--- config.mk ---
export PLATFORM = sky130hd
export DESIGN_NAME = e3_rx_alarm_interrupts
export DESIGN_NICKNAME = d
export VERILOG_FILES = /design/src/e3_alarm_pkg.sv /design/src/e3_frame_sync_monitor.sv /design/src/e3_alarm_detector.sv /design/src/e3_rx_alarm_interrupts.sv
export VERILOG_INCLUDE_DIRS = /design/src
export SDC_FILE = /design/constraint.sdc
export NUM_CORES = 1
export LEC_CHECK = 0
export ABC_CLOCK_PERIOD_IN_PS = 2700
export BUFFER_PORTS_ARGS = -buffer_cell sky130_fd_sc_hd__buf_2
export CAP_MARGIN = 20
export CORE_ASPECT_RATIO = 0.6
export CORE_MARGIN = 3
export CORE_UTILIZATION = 50
export CTS_CLUSTER_SIZE = 8
export DETAILED_ROUTE_END_ITERATION = 10
export GPL_TIMING_DRIVEN = 0
export PLACE_DENSITY = 0.72
export SYNTH_ARGS = -nofsm -noshare
export SYNTH_HDL_FRONTEND = slang
export SYNTH_HIERARCHICAL = 1
export SYNTH_SLANG_ARGS = --single-unit
--- constraint.sdc ---
create_clock -name sys_clk -period 2.7 [get_ports sys_clk]
set_clock_uncertainty 0.2 [all_clocks]
set_input_delay 0.405 -clock sys_clk [delete_from_list [all_inputs] [get_ports sys_clk]]
set_output_delay 0.405 -clock sys_clk [all_outputs]
set_load 0.1 [all_outputs]
--- src/e3_alarm_defines.svh ---
// register map, field positions, reset values and timing constants
// assumes an 8-bit register port and a 125 MHz system clock
`ifndef E3_ALARM_DEFINES_SVH
`define E3_ALARM_DEFINES_SVH

// =====================================================
// register addresses
`define E3A_ADDR_CFG_STAT2 8'h11
`define E3A_ADDR_IRQ_EN1 8'h12
`define E3A_ADDR_IRQ_STAT1 8'h14

// =====================================================
// field positions
`define E3A_BIT_TIMING_SEL 7
`define E3A_BIT_LOSS_STATE 6
`define E3A_BIT_OOF_STATE 5
`define E3A_BIT_ALARM_STATE 3
`define E3A_BIT_ALARM_IRQ 0
`define E3A_BIT_LOSS_IRQ 2
`define E3A_BIT_ALIGN_IRQ 4
`define E3A_IRQ_EN_WIDTH 5

// =====================================================
// reset values
`define E3A_RST_IRQ_EN1 5'h00
`define E3A_RST_IRQ_STAT1 5'h00
`define E3A_RST_TIMING_SEL 1'b0

// =====================================================
// detection thresholds
`define E3A_OOF_ERR_FRAMES 3'h4
`define E3A_ALARM_MAX_ZEROS 4'h7
`define E3A_ALARM_RUN_FRAMES 2'h2

// =====================================================
// timing
`define E3A_CLK_PERIOD_NS 8
`define E3A_LOSS_SHORT_MS 1
`define E3A_LOSS_LONG_MS 3
`define E3A_NS_PER_MS 1000000
`define E3A_LOSS_SHORT_CYC ((`E3A_LOSS_SHORT_MS * `E3A_NS_PER_MS) / `E3A_CLK_PERIOD_NS)
`define E3A_LOSS_LONG_CYC ((`E3A_LOSS_LONG_MS * `E3A_NS_PER_MS) / `E3A_CLK_PERIOD_NS)
`define E3A_LOSS_TMR_W 19

`endif

--- src/e3_alarm_pkg.sv ---
// types shared by the receive alarm interrupt block
// assumes nothing of its surroundings
`default_nettype none

package e3_alarm_pkg;

   // =====================================================
   // framer synchronisation states
   typedef enum logic [1:0] {
      SYNC_IN_FRAME,
      SYNC_OUT_OF_FRAME,
      SYNC_FRAME_LOST
   } sync_state_e;

endpackage

`default_nettype wire

--- src/e3_frame_sync_monitor.sv ---
// out-of-frame and frame-loss tracking with held payload alignment
// assumes one frame_end pulse per received frame with fas_error valid alongside
`default_nettype none
`include "e3_alarm_defines.svh"

module e3_frame_sync_monitor
   import e3_alarm_pkg::*;
#(
   parameter int ALIGN_W = 11,
   parameter int LOSS_SHORT_CYC = `E3A_LOSS_SHORT_CYC,
   parameter int LOSS_LONG_CYC = `E3A_LOSS_LONG_CYC
)(
   input wire logic sys_clk,
   input wire logic arst_n,
   input wire logic clk_en,
   input wire logic frame_end,
   input wire logic fas_error,
   input wire logic sync_found,
   input wire logic [ALIGN_W-1:0] sync_align,
   input wire logic timing_sel,
   output logic out_of_frame_state,
   output logic frame_loss_state,
   output logic [ALIGN_W-1:0] payload_align,
   output logic frame_alignment_change
);

   sync_state_e state_r, state_nxt;
   logic [2:0] err_cnt_r, err_cnt_nxt;
   logic [`E3A_LOSS_TMR_W-1:0] tmr_r, tmr_nxt, tmr_lim;
   logic [ALIGN_W-1:0] align_r, align_nxt;
   logic change_r, change_nxt;

   // =====================================================
   // next state
   always_comb
   begin
      state_nxt = state_r;
      err_cnt_nxt = err_cnt_r;
      tmr_nxt = tmr_r;
      align_nxt = align_r;
      change_nxt = 1'b0;
      tmr_lim = timing_sel ? `E3A_LOSS_TMR_W'(LOSS_LONG_CYC - 1) : `E3A_LOSS_TMR_W'(LOSS_SHORT_CYC - 1);
      case (state_r)
         SYNC_IN_FRAME:
         begin
            if (frame_end)
            begin
               if (!fas_error)
                  err_cnt_nxt = 3'h0;
               else if (err_cnt_r + 3'h1 >= `E3A_OOF_ERR_FRAMES)
               begin
                  state_nxt = SYNC_OUT_OF_FRAME;
                  err_cnt_nxt = 3'h0;
                  tmr_nxt = '0;
               end
               else
                  err_cnt_nxt = err_cnt_r + 3'h1;
            end
         end
         SYNC_OUT_OF_FRAME, SYNC_FRAME_LOST:
         begin
            if (sync_found)
            begin
               state_nxt = SYNC_IN_FRAME;
               align_nxt = sync_align;
               change_nxt = (sync_align != align_r);
            end
            else if (state_r == SYNC_OUT_OF_FRAME)
            begin
               if (tmr_r >= tmr_lim)
                  state_nxt = SYNC_FRAME_LOST;
               else
                  tmr_nxt = tmr_r + `E3A_LOSS_TMR_W'(1);
            end
         end
         default:
            state_nxt = SYNC_IN_FRAME;
      endcase
   end

   // =====================================================
   // registers
   always_ff @(posedge sys_clk or negedge arst_n)
   begin
      if (!arst_n)
      begin
         state_r <= SYNC_IN_FRAME;
         err_cnt_r <= 3'h0;
         tmr_r <= '0;
         align_r <= '0;
         change_r <= 1'b0;
      end
      else if (clk_en)
      begin
         state_r <= state_nxt;
         err_cnt_r <= err_cnt_nxt;
         tmr_r <= tmr_nxt;
         align_r <= align_nxt;
         change_r <= change_nxt;
      end
   end

   assign out_of_frame_state = (state_r != SYNC_IN_FRAME);
   assign frame_loss_state = (state_r == SYNC_FRAME_LOST);
   assign payload_align = align_r;
   assign frame_alignment_change = change_r;

endmodule

`default_nettype wire

--- src/e3_alarm_detector.sv ---
// alarm indication detection from zero density per received frame
// assumes bit_valid marks each received bit and frame_end the last bit of a frame
`default_nettype none
`include "e3_alarm_defines.svh"

module e3_alarm_detector
(
   input wire logic sys_clk,
   input wire logic arst_n,
   input wire logic clk_en,
   input wire logic bit_valid,
   input wire logic bit_data,
   input wire logic frame_end,
   output logic alarm_indication_state
);

   logic [3:0] zeros_r, zeros_nxt, zeros_now;
   logic [1:0] run_r, run_nxt;
   logic state_r, state_nxt;
   logic low_frame;

   // =====================================================
   // next state
   always_comb
   begin
      zeros_nxt = zeros_r;
      run_nxt = run_r;
      state_nxt = state_r;
      zeros_now = zeros_r;
      // count saturates at 8, enough to separate the two cases
      if (bit_valid && !bit_data && zeros_r != 4'h8)
         zeros_now = zeros_r + 4'h1;
      low_frame = (zeros_now <= `E3A_ALARM_MAX_ZEROS);
      if (frame_end)
      begin
         zeros_nxt = 4'h0;
         // run counts frames that disagree with the present state
         if (low_frame != state_r)
         begin
            if (run_r + 2'h1 >= `E3A_ALARM_RUN_FRAMES)
            begin
               state_nxt = low_frame;
               run_nxt = 2'h0;
            end
            else
               run_nxt = run_r + 2'h1;
         end
         else
            run_nxt = 2'h0;
      end
      else
         zeros_nxt = zeros_now;
   end

   // =====================================================
   // registers
   always_ff @(posedge sys_clk or negedge arst_n)
   begin
      if (!arst_n)
      begin
         zeros_r <= 4'h0;
         run_r <= 2'h0;
         state_r <= 1'b0;
      end
      else if (clk_en)
      begin
         zeros_r <= zeros_nxt;
         run_r <= run_nxt;
         state_r <= state_nxt;
      end
   end

   assign alarm_indication_state = state_r;

endmodule

`default_nettype wire

--- src/e3_rx_alarm_interrupts.sv ---
// receive E3 alarm interrupt block: defect detection, enables, read-clear status, irq
// assumes synchronous register strobes and framer inputs on sys_clk
//
// Behaviour
// - an enable bit of 1 lets its source interrupt, 0 blocks it
// - an enabled alarm interrupt drives the request output low
// - frame-loss change interrupt gated by enable bit 2
// - frame-loss change sets status bit 2
// - frame-loss change raised on both declaration and clearing
// - frame loss declared if out-of-frame lasts past the 1ms or 3ms window
// - alarm indication change raised on both declaration and clearing
// - alarm declared after two consecutive frames with seven or fewer zeros
// - alarm cleared after two consecutive frames with eight or more zeros
// - alarm indication change interrupt gated by enable bit 0
// - alarm indication change sets status bit 0
// - live alarm state readable at bit 3 of config and status two
// - alignment change interrupt raised on abrupt alignment change when enabled
// - out-of-frame declared after four consecutive frames with framing errors
// - previous alignment kept for payload extraction while out of frame
// - alignment change event only when resync needed a different alignment
// - alignment change interrupt gated by enable bit 4
// - alignment change sets status bit 4
`default_nettype none
`include "e3_alarm_defines.svh"

module e3_rx_alarm_interrupts
   import e3_alarm_pkg::*;
#(
   parameter int ALIGN_W = 11,
   parameter int LOSS_SHORT_CYC = `E3A_LOSS_SHORT_CYC,
   parameter int LOSS_LONG_CYC = `E3A_LOSS_LONG_CYC
)(
   input wire logic sys_clk,
   input wire logic arst_n,
   input wire logic clk_en,
   input wire logic [7:0] reg_addr,
   input wire logic reg_wr,
   input wire logic reg_rd,
   input wire logic [7:0] reg_wdata,
   output logic [7:0] reg_rdata,
   input wire logic rx_bit_valid,
   input wire logic rx_bit,
   input wire logic rx_frame_end,
   input wire logic rx_fas_error,
   input wire logic rx_sync_found,
   input wire logic [ALIGN_W-1:0] rx_sync_align,
   output logic [ALIGN_W-1:0] payload_align,
   output logic out_of_frame_state,
   output logic frame_loss_state,
   output logic alarm_indication_state,
   output logic irq_n
);

   logic frame_alignment_change;
   logic timing_sel_r, timing_sel_nxt;
   logic [`E3A_IRQ_EN_WIDTH-1:0] irq_en_r, irq_en_nxt;
   logic [`E3A_IRQ_EN_WIDTH-1:0] irq_stat_r, irq_stat_nxt;
   logic [`E3A_IRQ_EN_WIDTH-1:0] events;
   logic loss_prev_r, alarm_prev_r;
   logic [7:0] rdata_r, rdata_nxt;
   logic clear_on_read;

   // =====================================================
   // address decode
   function automatic logic hit(input logic [7:0] addr, input logic [7:0] target);
      hit = (addr == target);
   endfunction

   // =====================================================
   // defect detectors
   e3_frame_sync_monitor #(
      .ALIGN_W(ALIGN_W),
      .LOSS_SHORT_CYC(LOSS_SHORT_CYC),
      .LOSS_LONG_CYC(LOSS_LONG_CYC)
   ) u_sync (
      .sys_clk(sys_clk),
      .arst_n(arst_n),
      .clk_en(clk_en),
      .frame_end(rx_frame_end),
      .fas_error(rx_fas_error),
      .sync_found(rx_sync_found),
      .sync_align(rx_sync_align),
      .timing_sel(timing_sel_r),
      .out_of_frame_state(out_of_frame_state),
      .frame_loss_state(frame_loss_state),
      .payload_align(payload_align),
      .frame_alignment_change(frame_alignment_change)
   );

   e3_alarm_detector u_alarm (
      .sys_clk(sys_clk),
      .arst_n(arst_n),
      .clk_en(clk_en),
      .bit_valid(rx_bit_valid),
      .bit_data(rx_bit),
      .frame_end(rx_frame_end),
      .alarm_indication_state(alarm_indication_state)
   );

   // =====================================================
   // event sources
   always_comb
   begin
      events = '0;
      events[`E3A_BIT_LOSS_IRQ] = (frame_loss_state != loss_prev_r);
      events[`E3A_BIT_ALARM_IRQ] = (alarm_indication_state != alarm_prev_r);
      events[`E3A_BIT_ALIGN_IRQ] = frame_alignment_change;
   end

   // =====================================================
   // register file next values
   always_comb
   begin
      timing_sel_nxt = timing_sel_r;
      irq_en_nxt = irq_en_r;
      rdata_nxt = rdata_r;
      clear_on_read = clk_en & reg_rd & hit(reg_addr, `E3A_ADDR_IRQ_STAT1);
      if (reg_wr && hit(reg_addr, `E3A_ADDR_IRQ_EN1))
         irq_en_nxt = reg_wdata[`E3A_IRQ_EN_WIDTH-1:0];
      if (reg_wr && hit(reg_addr, `E3A_ADDR_CFG_STAT2))
         timing_sel_nxt = reg_wdata[`E3A_BIT_TIMING_SEL];
      if (reg_rd)
      begin
         rdata_nxt = 8'h00;
         if (hit(reg_addr, `E3A_ADDR_CFG_STAT2))
         begin
            rdata_nxt[`E3A_BIT_TIMING_SEL] = timing_sel_r;
            rdata_nxt[`E3A_BIT_LOSS_STATE] = frame_loss_state;
            rdata_nxt[`E3A_BIT_OOF_STATE] = out_of_frame_state;
            rdata_nxt[`E3A_BIT_ALARM_STATE] = alarm_indication_state;
         end
         else if (hit(reg_addr, `E3A_ADDR_IRQ_EN1))
            rdata_nxt = {3'h0, irq_en_r};
         else if (hit(reg_addr, `E3A_ADDR_IRQ_STAT1))
            rdata_nxt = {3'h0, irq_stat_r};
      end
      // set wins over the read clear
      irq_stat_nxt = (clear_on_read ? '0 : irq_stat_r) | (events & irq_en_r);
   end

   // =====================================================
   // registers
   always_ff @(posedge sys_clk or negedge arst_n)
   begin
      if (!arst_n)
      begin
         timing_sel_r <= `E3A_RST_TIMING_SEL;
         irq_en_r <= `E3A_RST_IRQ_EN1;
         irq_stat_r <= `E3A_RST_IRQ_STAT1;
         rdata_r <= 8'h00;
         loss_prev_r <= 1'b0;
         alarm_prev_r <= 1'b0;
      end
      else if (clk_en)
      begin
         timing_sel_r <= timing_sel_nxt;
         irq_en_r <= irq_en_nxt;
         irq_stat_r <= irq_stat_nxt;
         rdata_r <= rdata_nxt;
         loss_prev_r <= frame_loss_state;
         alarm_prev_r <= alarm_indication_state;
      end
   end

   assign reg_rdata = rdata_r;
   assign irq_n = ~|(irq_stat_r & irq_en_r);

endmodule

`default_nettype wire

=== Word-level counts from Yosys, hierarchy flattened ===
Index checks and enable logic that the tools add are counted.

* Register bits after elaboration: 64
* Input bits: 37
* Word-level logic and storage cells: 95
* Output and inout bits: 23

* Eq/ne operators: 18
* Reduce and logical (&&, ||, !) cells: 20
* Muxes and demuxes: 30
* Magnitude comparators: 4
* Bitwise logic cells: 5
* Add/subtract/negate cells: 4

{| class="wikitable"
|+ Operators with widths
! cell !! count
|-
| 19-bit 2-to-1 mux || 7
|-
| 19-bit one-hot mux with 2 select lines || 1
|-
| 8-bit by 5-bit equality test with 1-bit output, second input constant || 3
|-
| 19-bit by 1-bit adder with 19-bit output, second input constant || 1
|-
| 19-bit greater-or-equal comparator || 1
|-
| 2-bit 2-to-1 mux || 8
|-
| 3-bit 2-to-1 mux || 4
|-
| 11-bit inequality test || 1
|-
| 5-bit AND || 2
|-
| 5-bit 2-to-1 mux || 2
|-
| 4-bit 2-to-1 mux || 2
|-
| 8-bit 2-to-1 mux || 1
|-
| 2-bit inequality test, second input constant || 4
|-
| 2-bit AND reduction || 4
|-
| 8-bit AND reduction || 1
|-
| 3-bit by 2-bit inequality test with 1-bit output, second input constant || 2
|-
| 3-bit AND reduction || 2
|-
| 6-bit AND reduction || 1
|-
| 5-bit OR || 1
|-
| 5-bit OR reduction || 1
|-
| 4-bit by 1-bit adder with 4-bit output, second input constant || 1
|-
| 4-bit by 3-bit <= comparator with 1-bit output, second input constant || 1
|-
| 1-bit logical AND || 4
|-
| 1-bit 2-to-1 mux || 4
|-
| other kinds (16) || 22
|}

=== Depth between registers and ports, before layout ===
Gate-level depths: netlist of run 1.

* Word-level depth: 7
* Depth in mapped cells: 9
* Gate-level depth less buffers: 7

=== Hierarchy ===
Netlist of run 1, hierarchy kept.

{| class="wikitable"
|+ Modules (own cells, without submodules)
! module !! seq. area each (sq um) !! times used !! area each (sq um) !! cells an instance
|-
| e3_frame_sync_monitor || 900.9 || 1 || 2344.7 || 253
|-
| e3_rx_alarm_interrupts || 475.5 || 1 || 887.1 || 69
|-
| e3_alarm_detector || 175.2 || 1 || 467.9 || 51
|}

=== Worst setup path before layout of run 1 ===
Ideal clock, no wire load.

* Kind: reg-to-output
* From: reg irq_stat_r[0]
* To: out irq_n
* Arrival time: 2.802 ns
* Path slack: -0.707 ns
* Cell stages (with the launch flop): 2
* Required time: 2.095 ns
* Path buffers: 0
* Cell sequence: dfrtp_1 > a222oi_1

* Longest elaborated chain between the ends: 3

{| class="wikitable"
|+ Ends and longest elaborated chain
! item !! RTL line !! text
|-
| start, declared || e3_rx_alarm_interrupts.sv:57 || <nowiki>logic [`E3A_IRQ_EN_WIDTH-1:0] irq_stat_r, irq_stat_nxt;</nowiki>
|-
| start signal, assigned || e3_rx_alarm_interrupts.sv:149 || <nowiki>irq_stat_r <= `E3A_RST_IRQ_STAT1;</nowiki>
|-
| start signal, assigned || e3_rx_alarm_interrupts.sv:158 || <nowiki>irq_stat_r <= irq_stat_nxt;</nowiki>
|-
| 5-bit AND || e3_rx_alarm_interrupts.sv:166 || <nowiki>assign irq_n = ~|(irq_stat_r & irq_en_r);</nowiki>
|-
| 5-bit OR reduction || e3_rx_alarm_interrupts.sv:166 ||
|-
| 1-bit zero test || e3_rx_alarm_interrupts.sv:166 ||
|-
| end, declared || e3_rx_alarm_interrupts.sv:51 || <nowiki>output logic irq_n</nowiki>
|}

No other way between the ends.

=== Final worst setup path of run 1 ===
* From: reg timing_sel_r
* To: reg u_sync.tmr_r[4]

* Longest elaborated chain between the ends: 4

{| class="wikitable"
|+ Ends and longest elaborated chain
! item !! RTL line !! text
|-
| start, declared || e3_rx_alarm_interrupts.sv:55 || <nowiki>logic timing_sel_r, timing_sel_nxt;</nowiki>
|-
| start signal, assigned || e3_rx_alarm_interrupts.sv:147 || <nowiki>timing_sel_r <= `E3A_RST_TIMING_SEL;</nowiki>
|-
| start signal, assigned || e3_rx_alarm_interrupts.sv:156 || <nowiki>timing_sel_r <= timing_sel_nxt;</nowiki>
|-
| 19-bit 2-to-1 mux || e3_frame_sync_monitor.sv:42 || <nowiki>tmr_lim = timing_sel ? `E3A_LOSS_TMR_W'(LOSS_LONG_CYC - 1) : `E3A_LOSS_TMR_W'(LOSS_SHORT_CYC - 1);</nowiki>
|-
| 19-bit greater-or-equal comparator || e3_frame_sync_monitor.sv:70 || <nowiki>if (tmr_r >= tmr_lim)</nowiki>
|-
| 2-bit inequality test (no line) || - ||
|-
| 8-bit AND reduction (no line) || - ||
|-
| end signal, assigned || e3_frame_sync_monitor.sv:97 || <nowiki>tmr_r <= tmr_nxt;</nowiki>
|-
| end, declared || e3_frame_sync_monitor.sv:29 || <nowiki>logic [`E3A_LOSS_TMR_W-1:0] tmr_r, tmr_nxt, tmr_lim;</nowiki>
|}

No other way between the ends.
A chain may end at the register's enable or synchronous reset.

==> results.json, run 1 <==
{
  "initial_core_util_pct": 53.6,
  "portBuffers": 57,
  "clkTransAtPathRegs_ns": 0.05,
  "cts.sinks": 62,
  "cts-htree-levels": 3,
  "critPathCaptureType": "flip-flop",
  "power.density_mw_per_mm2": 1180,
  "fillCellCount": 541,
  "ys_types": 65,
  "syn_avg_cell_area_um2": 9.92,
  "synth-seq-cells": 62,
  "insertion_delay_ns": 0.34,
  "path_class": "flip-flop to flip-flop",
  "num_vias": 3468,
  "ir_worst_vdd_v": 0.000877,
  "cpPeakStageDelay_ns": 0.40,
  "reg2reg_depth": 9,
  "hold_path.class": "primary input to flip-flop",
  "crit_family": "compound AO/OA/AOI/OAI gates",
  "clock_path_buffers": 2,
  "worst_ep_required_time_ns": 2.70,
  "ctsRootBufferMaster": "clkbuf_16",
  "ys_async_sr_fraction_pct": 100,
  "die_w_um": 117,
  "grt_max_degree": 63,
  "cts_tree": "yes",
  "worstPathArrival_ns": 2.65,
  "max_freq_mhz": 378,
  "area_growth_pct": 23.5,
  "ys_seq_area_share_pct": 41.9,
  "wl_um": 10200,
  "cp.buffers_inverters": 3,
  "grt_pass1_vias": 3121,
  "antenna_found_initial": 0,
  "timing.rr.start": "timing_sel_r",
  "reg2reg_to": "u_sync/tmr_r[4]",
  "holdWs_ns": 0.0949,
  "outcome": "complete, no violations",
  "top_layer": "met4",
  "place_ws_ns": -0.232,
  "utilization_pct": 66.2,
  "ys_warn_count": 6,
  "met2_length_um": 4260,
  "wl_met1_um": 4900,
  "r2r_setup_slack_ns": 0.05,
  "grt_pass1_wl_um": 16200,
  "die_h_um": 72.6,
  "worst_slack_ns": 0.0543,
  "fin_crit_ns": 2.65,
  "fin_area_mm2": 0.00457,
  "hold_violations": 0,
  "startpoint_type": "flip-flop",
  "path_max_fanout": 10,
  "ios": 60,
  "drive_gt1_share_pct": 28.4,
  "period_share_pct": 98.0,
  "synthesis.area_mm2": 0.00370,
  "vias_per_cell": 6.41,
  "drc": 0,
  "setup_viol": 0,
  "cts_buffers": 9,
  "fin_tns_setup_ns": 0,
  "min_to": "timing_sel_r",
  "gp_congestion": 0.935,
  "routedWlPerCell_um": 18.9,
  "min_from": "reg_wdata[7]",
  "layout_common_cells": "buf_2 (61), dfrtp_1 (61), nand2_1 (33)",
  "synthCells": 373,
  "antenna_left": 0,
  "crit_chain": "inv_2, ha_4, a211oi_2, o211ai_1, a211o_1, buf_6, buf_4, a221oi_1, o31ai_1",
  "core_area_mm2": 0.00691,
  "synth_top_flop_cell": "dfrtp_1",
  "dr.pass1.iters": 5,
  "cp.depth": 9,
  "fin_nets": 499,
  "place_area_mm2": 0.00411,
  "num_rows": 23,
  "cap_violations": 0,
  "synth-edff-count": 0,
  "finalMaxSlewViolations": 0,
  "leakagePower_nw": 1.98,
  "dieArea_mm2": 0.00850,
  "hold_path_depth": 2,
  "grt_overflow_total": 0,
  "drtIter0Drc": 451,
  "slew_headroom_pct": 24.9,
  "diodes": 0,
  "tightestPinTransition_ns": 1.12,
  "syn_nets": 423,
  "gr-usage-all-layers_pct": 24.7,
  "critPathSlowestCell": "dfrtp_1",
  "wl_met3_um": 917,
  "hpwl_um": 7170
}
## synth_stat cells (2+ instances only)
master | instances | area [um2]
a31o_2 | 2 | 17.5
nor4b_1 | 2 | 17.5
dfrtp_1 | 62 | 1550
or3_1 | 4 | 25.0
nor4b_4 | 2 | 47.6
inv_1 | 15 | 56.3
nor3_1 | 7 | 35.0
and2_1 | 8 | 50.1
a221oi_1 | 4 | 35.0
and3_1 | 5 | 31.3
a31oi_1 | 4 | 25.0
nand3_1 | 23 | 115
o31ai_1 | 6 | 45.0
a22o_1 | 3 | 26.3
clkbuf_1 | 12 | 45.0
nor4_1 | 10 | 62.6
a22oi_1 | 3 | 22.5
o311ai_0 | 7 | 61.3
mux2_2 | 19 | 214
a21oi_1 | 16 | 80.1
nand4bb_1 | 2 | 22.5
nand4_1 | 20 | 125
o211ai_1 | 4 | 30.0
a211oi_1 | 4 | 30.0
nor2_1 | 10 | 37.5
nand2_1 | 33 | 124
a211o_1 | 2 | 17.5
or4b_1 | 4 | 40.0
buf_1 | 2 | 7.51
xor2_1 | 2 | 17.5
ha_1 | 13 | 163
xnor2_1 | 12 | 105
a32o_1 | 3 | 30.0
buf_2 | 5 | 25.0
nor2b_1 | 3 | 18.8
and4b_1 | 4 | 40.0
o21ai_0 | 8 | 40.0
## cell families (layout without fill, tap and decap cells)
| logic type | after synthesis | after routing | share of synthesized area (%) |
|---|---|---|---|
| DFF | 62 | 62 | 41.9 |
| xor gates and xnor gates | 14 | 14 | 3.31 |
| adders and majority gates | 13 | 13 | 4.40 |
| AOI/OAI and AO/OA | 77 | 77 | 15.3 |
| muxes | 20 | 20 | 6.09 |
| buffers and inverters | 36 | 117 | 4.06 |
| and+or+nand+nor | 151 | 151 | 24.9 |
## routing by layer
layer | global-route usage (%) | vias up
met4 | 5.73 | 0
met5 | 0 | -
met2 | 33.3 | 165
met3 | 7.37 | 22
li1 | - | 1580
met1 | 38.7 | 1701
## layout make-up
cell class,count,area (um2),share of cell area (%)
well taps,87,109,2.38
plain buffers,20,93.8,2.05
clock inverters,6,85.1,1.86
multi-input cells,275,2080,45.4
flip-flops and latches,62,1550,34.0
repair buffers,65,350,7.66
clock buffers,10,239,5.23
inverters,16,65.1,1.42
## worst reg2reg max path, stage by stage, from the launching register on
cell and delay [ns]:
dfrtp_1 0.40, inv_2 0.16, ha_4 0.24, a211oi_2 0.21
o211ai_1 0.23, a211o_1 0.38, buf_6 0.15, buf_4 0.18
a221oi_1 0.26, o31ai_1 0.11
## state kept, by name (all words and copies together) (netlist names)
name                            cells
u_alarm/zeros_r                     4
u_alarm/run_r                       2
alarm_prev_r                        1
reg_rdata                           8
u_sync/err_cnt_r                    3
loss_prev_r                         1
u_sync/frame_alignment_change       1
u_sync/tmr_r                       19
irq_stat_r                          3
u_sync/state_r                      2
u_alarm/alarm_indication_state      1
irq_en_r                            5
u_sync/payload_align               11
timing_sel_r                        1
## what timing repair did
action | in CTS | in global routing
gates resized for setup | 6 | 11
setup endpoints to repair | 15 | 20
pin swaps | 1 | 4
hold buffers | 1 | 0
hold endpoints to repair | 52 | 0
buffers inserted | 4 | 3
## power breakdown
group	switching (W)	total, W	internal, W
clock	0.000421	0.00125	0.000829
combinational	0.00187	0.00269	0.000817
sequential	0.000272	0.00145	0.00118
total	0.00256	0.00539	0.00283
## stage by stage
| step | power (W) | std cells |
|---|---|---|
| floorplan | 0.00339 | 373 |
| global placement | 0.00388 | 517 |
| detailed placement | 0.00393 | 517 |
| CTS | 0.00525 | 538 |
| global route | 0.00566 | 541 |
| finish | 0.00539 | 541 |
## worst max-delay path by stage
stage | from | slack [ns] | to
3_3_place_gp | timing_sel_r | -0.16 | u_sync/tmr_r[9]
3_5_place_dp | timing_sel_r | -0.23 | u_sync/tmr_r[9]
4_1_cts | timing_sel_r | 0.05 | u_sync/tmr_r[8]
6_report | timing_sel_r | 0.05 | u_sync/tmr_r[4]
5_1_grt | u_sync/state_r[1] | -0.02 | u_sync/tmr_r[3]
2_1_floorplan | irq_stat_r[0] | -0.71 | irq_n
No activity file was read; power rests on OpenSTA's default activity.
==> run 2: changes to the inputs <==
--- a/config.mk
+++ b/config.mk
@@ -6,16 +6,16 @@
 export SDC_FILE = /design/constraint.sdc
 export NUM_CORES = 1
 export LEC_CHECK = 0
-export ABC_CLOCK_PERIOD_IN_PS = 2700
+export ABC_CLOCK_PERIOD_IN_PS = 2200
 export BUFFER_PORTS_ARGS = -buffer_cell sky130_fd_sc_hd__buf_2
 export CAP_MARGIN = 20
 export CORE_ASPECT_RATIO = 0.6
 export CORE_MARGIN = 3
-export CORE_UTILIZATION = 50
+export CORE_UTILIZATION = 51
 export CTS_CLUSTER_SIZE = 8
 export DETAILED_ROUTE_END_ITERATION = 10
 export GPL_TIMING_DRIVEN = 0
-export PLACE_DENSITY = 0.72
+export PLACE_DENSITY = 0.76
 export SYNTH_ARGS = -nofsm -noshare
 export SYNTH_HDL_FRONTEND = slang
 export SYNTH_HIERARCHICAL = 1
==> constraint.sdc (replaced) <==
create_clock -name sys_clk -period 2.2 [get_ports sys_clk]
set_clock_uncertainty 0.2 [all_clocks]
set_input_delay 0.33 -clock sys_clk [delete_from_list [all_inputs] [get_ports sys_clk]]
set_output_delay 0.33 -clock sys_clk [all_outputs]
set_load 0.1 [all_outputs]
==> run 2 against run 1 <==
The flow now finishes with violations (setup timing). Cell count up 1.3%. First-iteration DRC count down 3.5%. Worst hold slack worse by 0.061 ns. Worst setup slack worse by 0.37 ns. Clock power up 14%. Sequential share of layout area down 2.5 points.
==> results.json, run 2 (synthesis gave the netlist of run 1 again) <==
{
  "outcome": "finished with violations",
  "failed_checks": "setup timing",
  "num_rows": 23,
  "slew_headroom_pct": 46.5,
  "worst_slack_ns": -0.312,
  "leakagePower_nw": 2.13,
  "dieArea_mm2": 0.00835,
  "worst_ep_required_time_ns": 2.21,
  "internal-power_w": 0.00372,
  "rsz0062_at_grt": "yes",
  "tightestPinTransition_ns": 0.803,
  "final_cells": 548,
  "routedWlPerCell_um": 19.2,
  "antenna_left": 0,
  "switching_share_pct": 48.1,
  "die_w_um": 116,
  "startpoint_type": "flip-flop",
  "ios": 60,
  "crit_chain": "buf_6, ha_4, a311oi_2, nor3b_2, a211oi_4, clkbuf_8, a21oi_2, a41o_1",
  "grt_pass1_vias": 3464,
  "globalRouteMet3Util_pct": 6.75,
  "cts-htree-levels": 3,
  "largest_reg_flops": 19,
  "cts_buffers": 9,
  "grt_overflow_total": 0,
  "place_inst": 517,
  "layout_common_cells": "buf_2 (60), dfrtp_1 (60), nand2_1 (30)",
  "gr-max-usage-layer": "met1",
  "vias_per_cell": 6.52,
  "drc": 0,
  "multi_input_area_mm2": 0.00231,
  "fin_tns_setup_ns": -5.20,
  "power.density_mw_per_mm2": 1450,
  "insertion_delay_ns": 0.33,
  "period_share_pct": 114,
  "path_class": "flip-flop to flip-flop",
  "wl_um": 10500,
  "drtIter0Drc": 435,
  "ir_worst_vdd_v": 0.00134,
  "fillCellCount": 484,
  "dr.pass1.iters": 5,
  "clock_power_share_pct": 20.0,
  "clkTransAtPathRegs_ns": 0.06,
  "critPathCaptureType": "flip-flop",
  "area_growth_pct": 33.4,
  "num_vias": 3573,
  "worstPathArrival_ns": 2.52,
  "finalMaxSlewViolations": 0,
  "hold_path.class": "primary input to flip-flop",
  "grt_util_met1_pct": 38.5,
  "critPathSlowestCell": "a211oi_4",
  "cap_violations": 0,
  "ff_latch_area_mm2": 0.00155,
  "initial_core_util_pct": 54.0,
  "antenna_found_initial": 0,
  "cts.sinks": 62,
  "fin_nets": 506,
  "grt_max_degree": 63,
  "die_h_um": 72.0,
  "switchingPower_w": 0.00344,
  "clock_path_buffers": 2,
  "cts_tree": "yes",
  "sequentialPowerShare_pct": 25.7,
  "path_max_fanout": 6,
  "max_freq_mhz": 398,
  "core_area_mm2": 0.00685,
  "portBuffers": 57,
  "hold_violations": 0,
  "ctsRootBufferMaster": "clkbuf_16",
  "diodes": 0,
  "drive_gt1_share_pct": 38.4,
  "gp_congestion": 0.855,
  "use_met2_pct": 38.3,
  "grt_pass1_wl_um": 17000,
  "hpwl_um": 6810,
  "setup_viol": 21,
  "fin_crit_ns": 2.51,
  "cpPeakStageDelay_ns": 0.47,
  "power_frac_comb_pct": 54.3,
  "regMostFlops": "u_sync/tmr_r",
  "gr-usage-all-layers_pct": 26.1
}
==> run 2: changes by cell type in the layout (fill, tap and decap cells not counted), moves of 4 or more <==
cell and delta:
a21oi_1 -4, buf_6 +6, ha_4 +4, nand3_1 -4, nand3_2 +4, nor3_1 -4, o311ai_0 -6
==> run 2: area by class of cell <==
type                            count  area share [%]
Timing Repair Buffer               72            9.12
Clock inverter                      4           0.912
Sequential cell                    62            31.5
Inverter                           16            1.32
Buffer                             20            2.89
Clock buffer                       12            5.20
Tap cell                           87            2.20
Multi-Input combinational cell    275            46.9
==> run 2: stage by stage <==
step / hold WS [ns] / setup slack (ns) / utilization (%) / instance area [um2] / power, W
2_1_floorplan: -0.166 / -1.13 / - / 3870 / 0.00442
3_3_place_gp: 0.262 / -0.445 / 62.2 / 4260 / 0.00502
3_5_place_dp: 0.275 / -0.559 / 62.3 / 4270 / 0.00512
4_1_cts: 0.0202 / -0.284 / 71.4 / 4890 / 0.00699
5_1_grt: 0.0286 / -0.379 / 72.1 / 4940 / 0.00749
6_report: 0.0342 / -0.312 / 72.1 / 4940 / 0.00716
==> run 2: path summary, 6_finish.rpt <==
check / slack (ns) / to / from / depth (start not counted)
max: -0.31 / u_sync/tmr_r[9] / timing_sel_r / 8
min: 0.03 / irq_en_r[1] / reg_wdata[1] / 2
max reg2reg: -0.31 / u_sync/tmr_r[9] / timing_sel_r / 8
min reg2reg: 0.30 / u_sync/err_cnt_r[1] / u_sync/err_cnt_r[1] / 2
max in group asynchronous: 0.78 / u_sync/tmr_r[4] / arst_n / 2
min in group asynchronous: 0.44 / reg_rdata[3] / arst_n / 2
==> run 2: power by group through the flow <==
stage / clock (W) / combinational [W] / sequential, W
2_1_floorplan: 0 / 0.00187 / 0.00255
3_3_place_gp: 0 / 0.00324 / 0.00179
3_5_place_dp: 0 / 0.00332 / 0.00180
4_1_cts: 0.00146 / 0.00372 / 0.00181
5_1_grt: 0.00151 / 0.00411 / 0.00188
6_report: 0.00143 / 0.00389 / 0.00184
==> run 2: critical path: cells and delay by family, from the launching register on <==
family	cells	cell delay, ns
AO/OA/AOI/OAI	4	1.03
buffers and inverters	2	0.41
flip-flops	1	0.41
adder cells (fa/ha/maj)	1	0.24
AND/OR/NAND/NOR	1	0.10
==> run 2: layer usage <==
metal  share of wire, %  vias to the layer above
li1                   -                     1602
met3                 10                       23
met2                 43                      229
met5                  0                        -
met4                1.5                        0
met1                 46                     1719
==> run 2: what timing repair did <==
action	in CTS	in global routing
pin swaps	31	16
buffers inserted	13	0
endpoints found under the setup margin	22	22
hold buffers	1	0
cloned	3	0
endpoints found under the hold margin	62	0
gates resized for setup	37	25
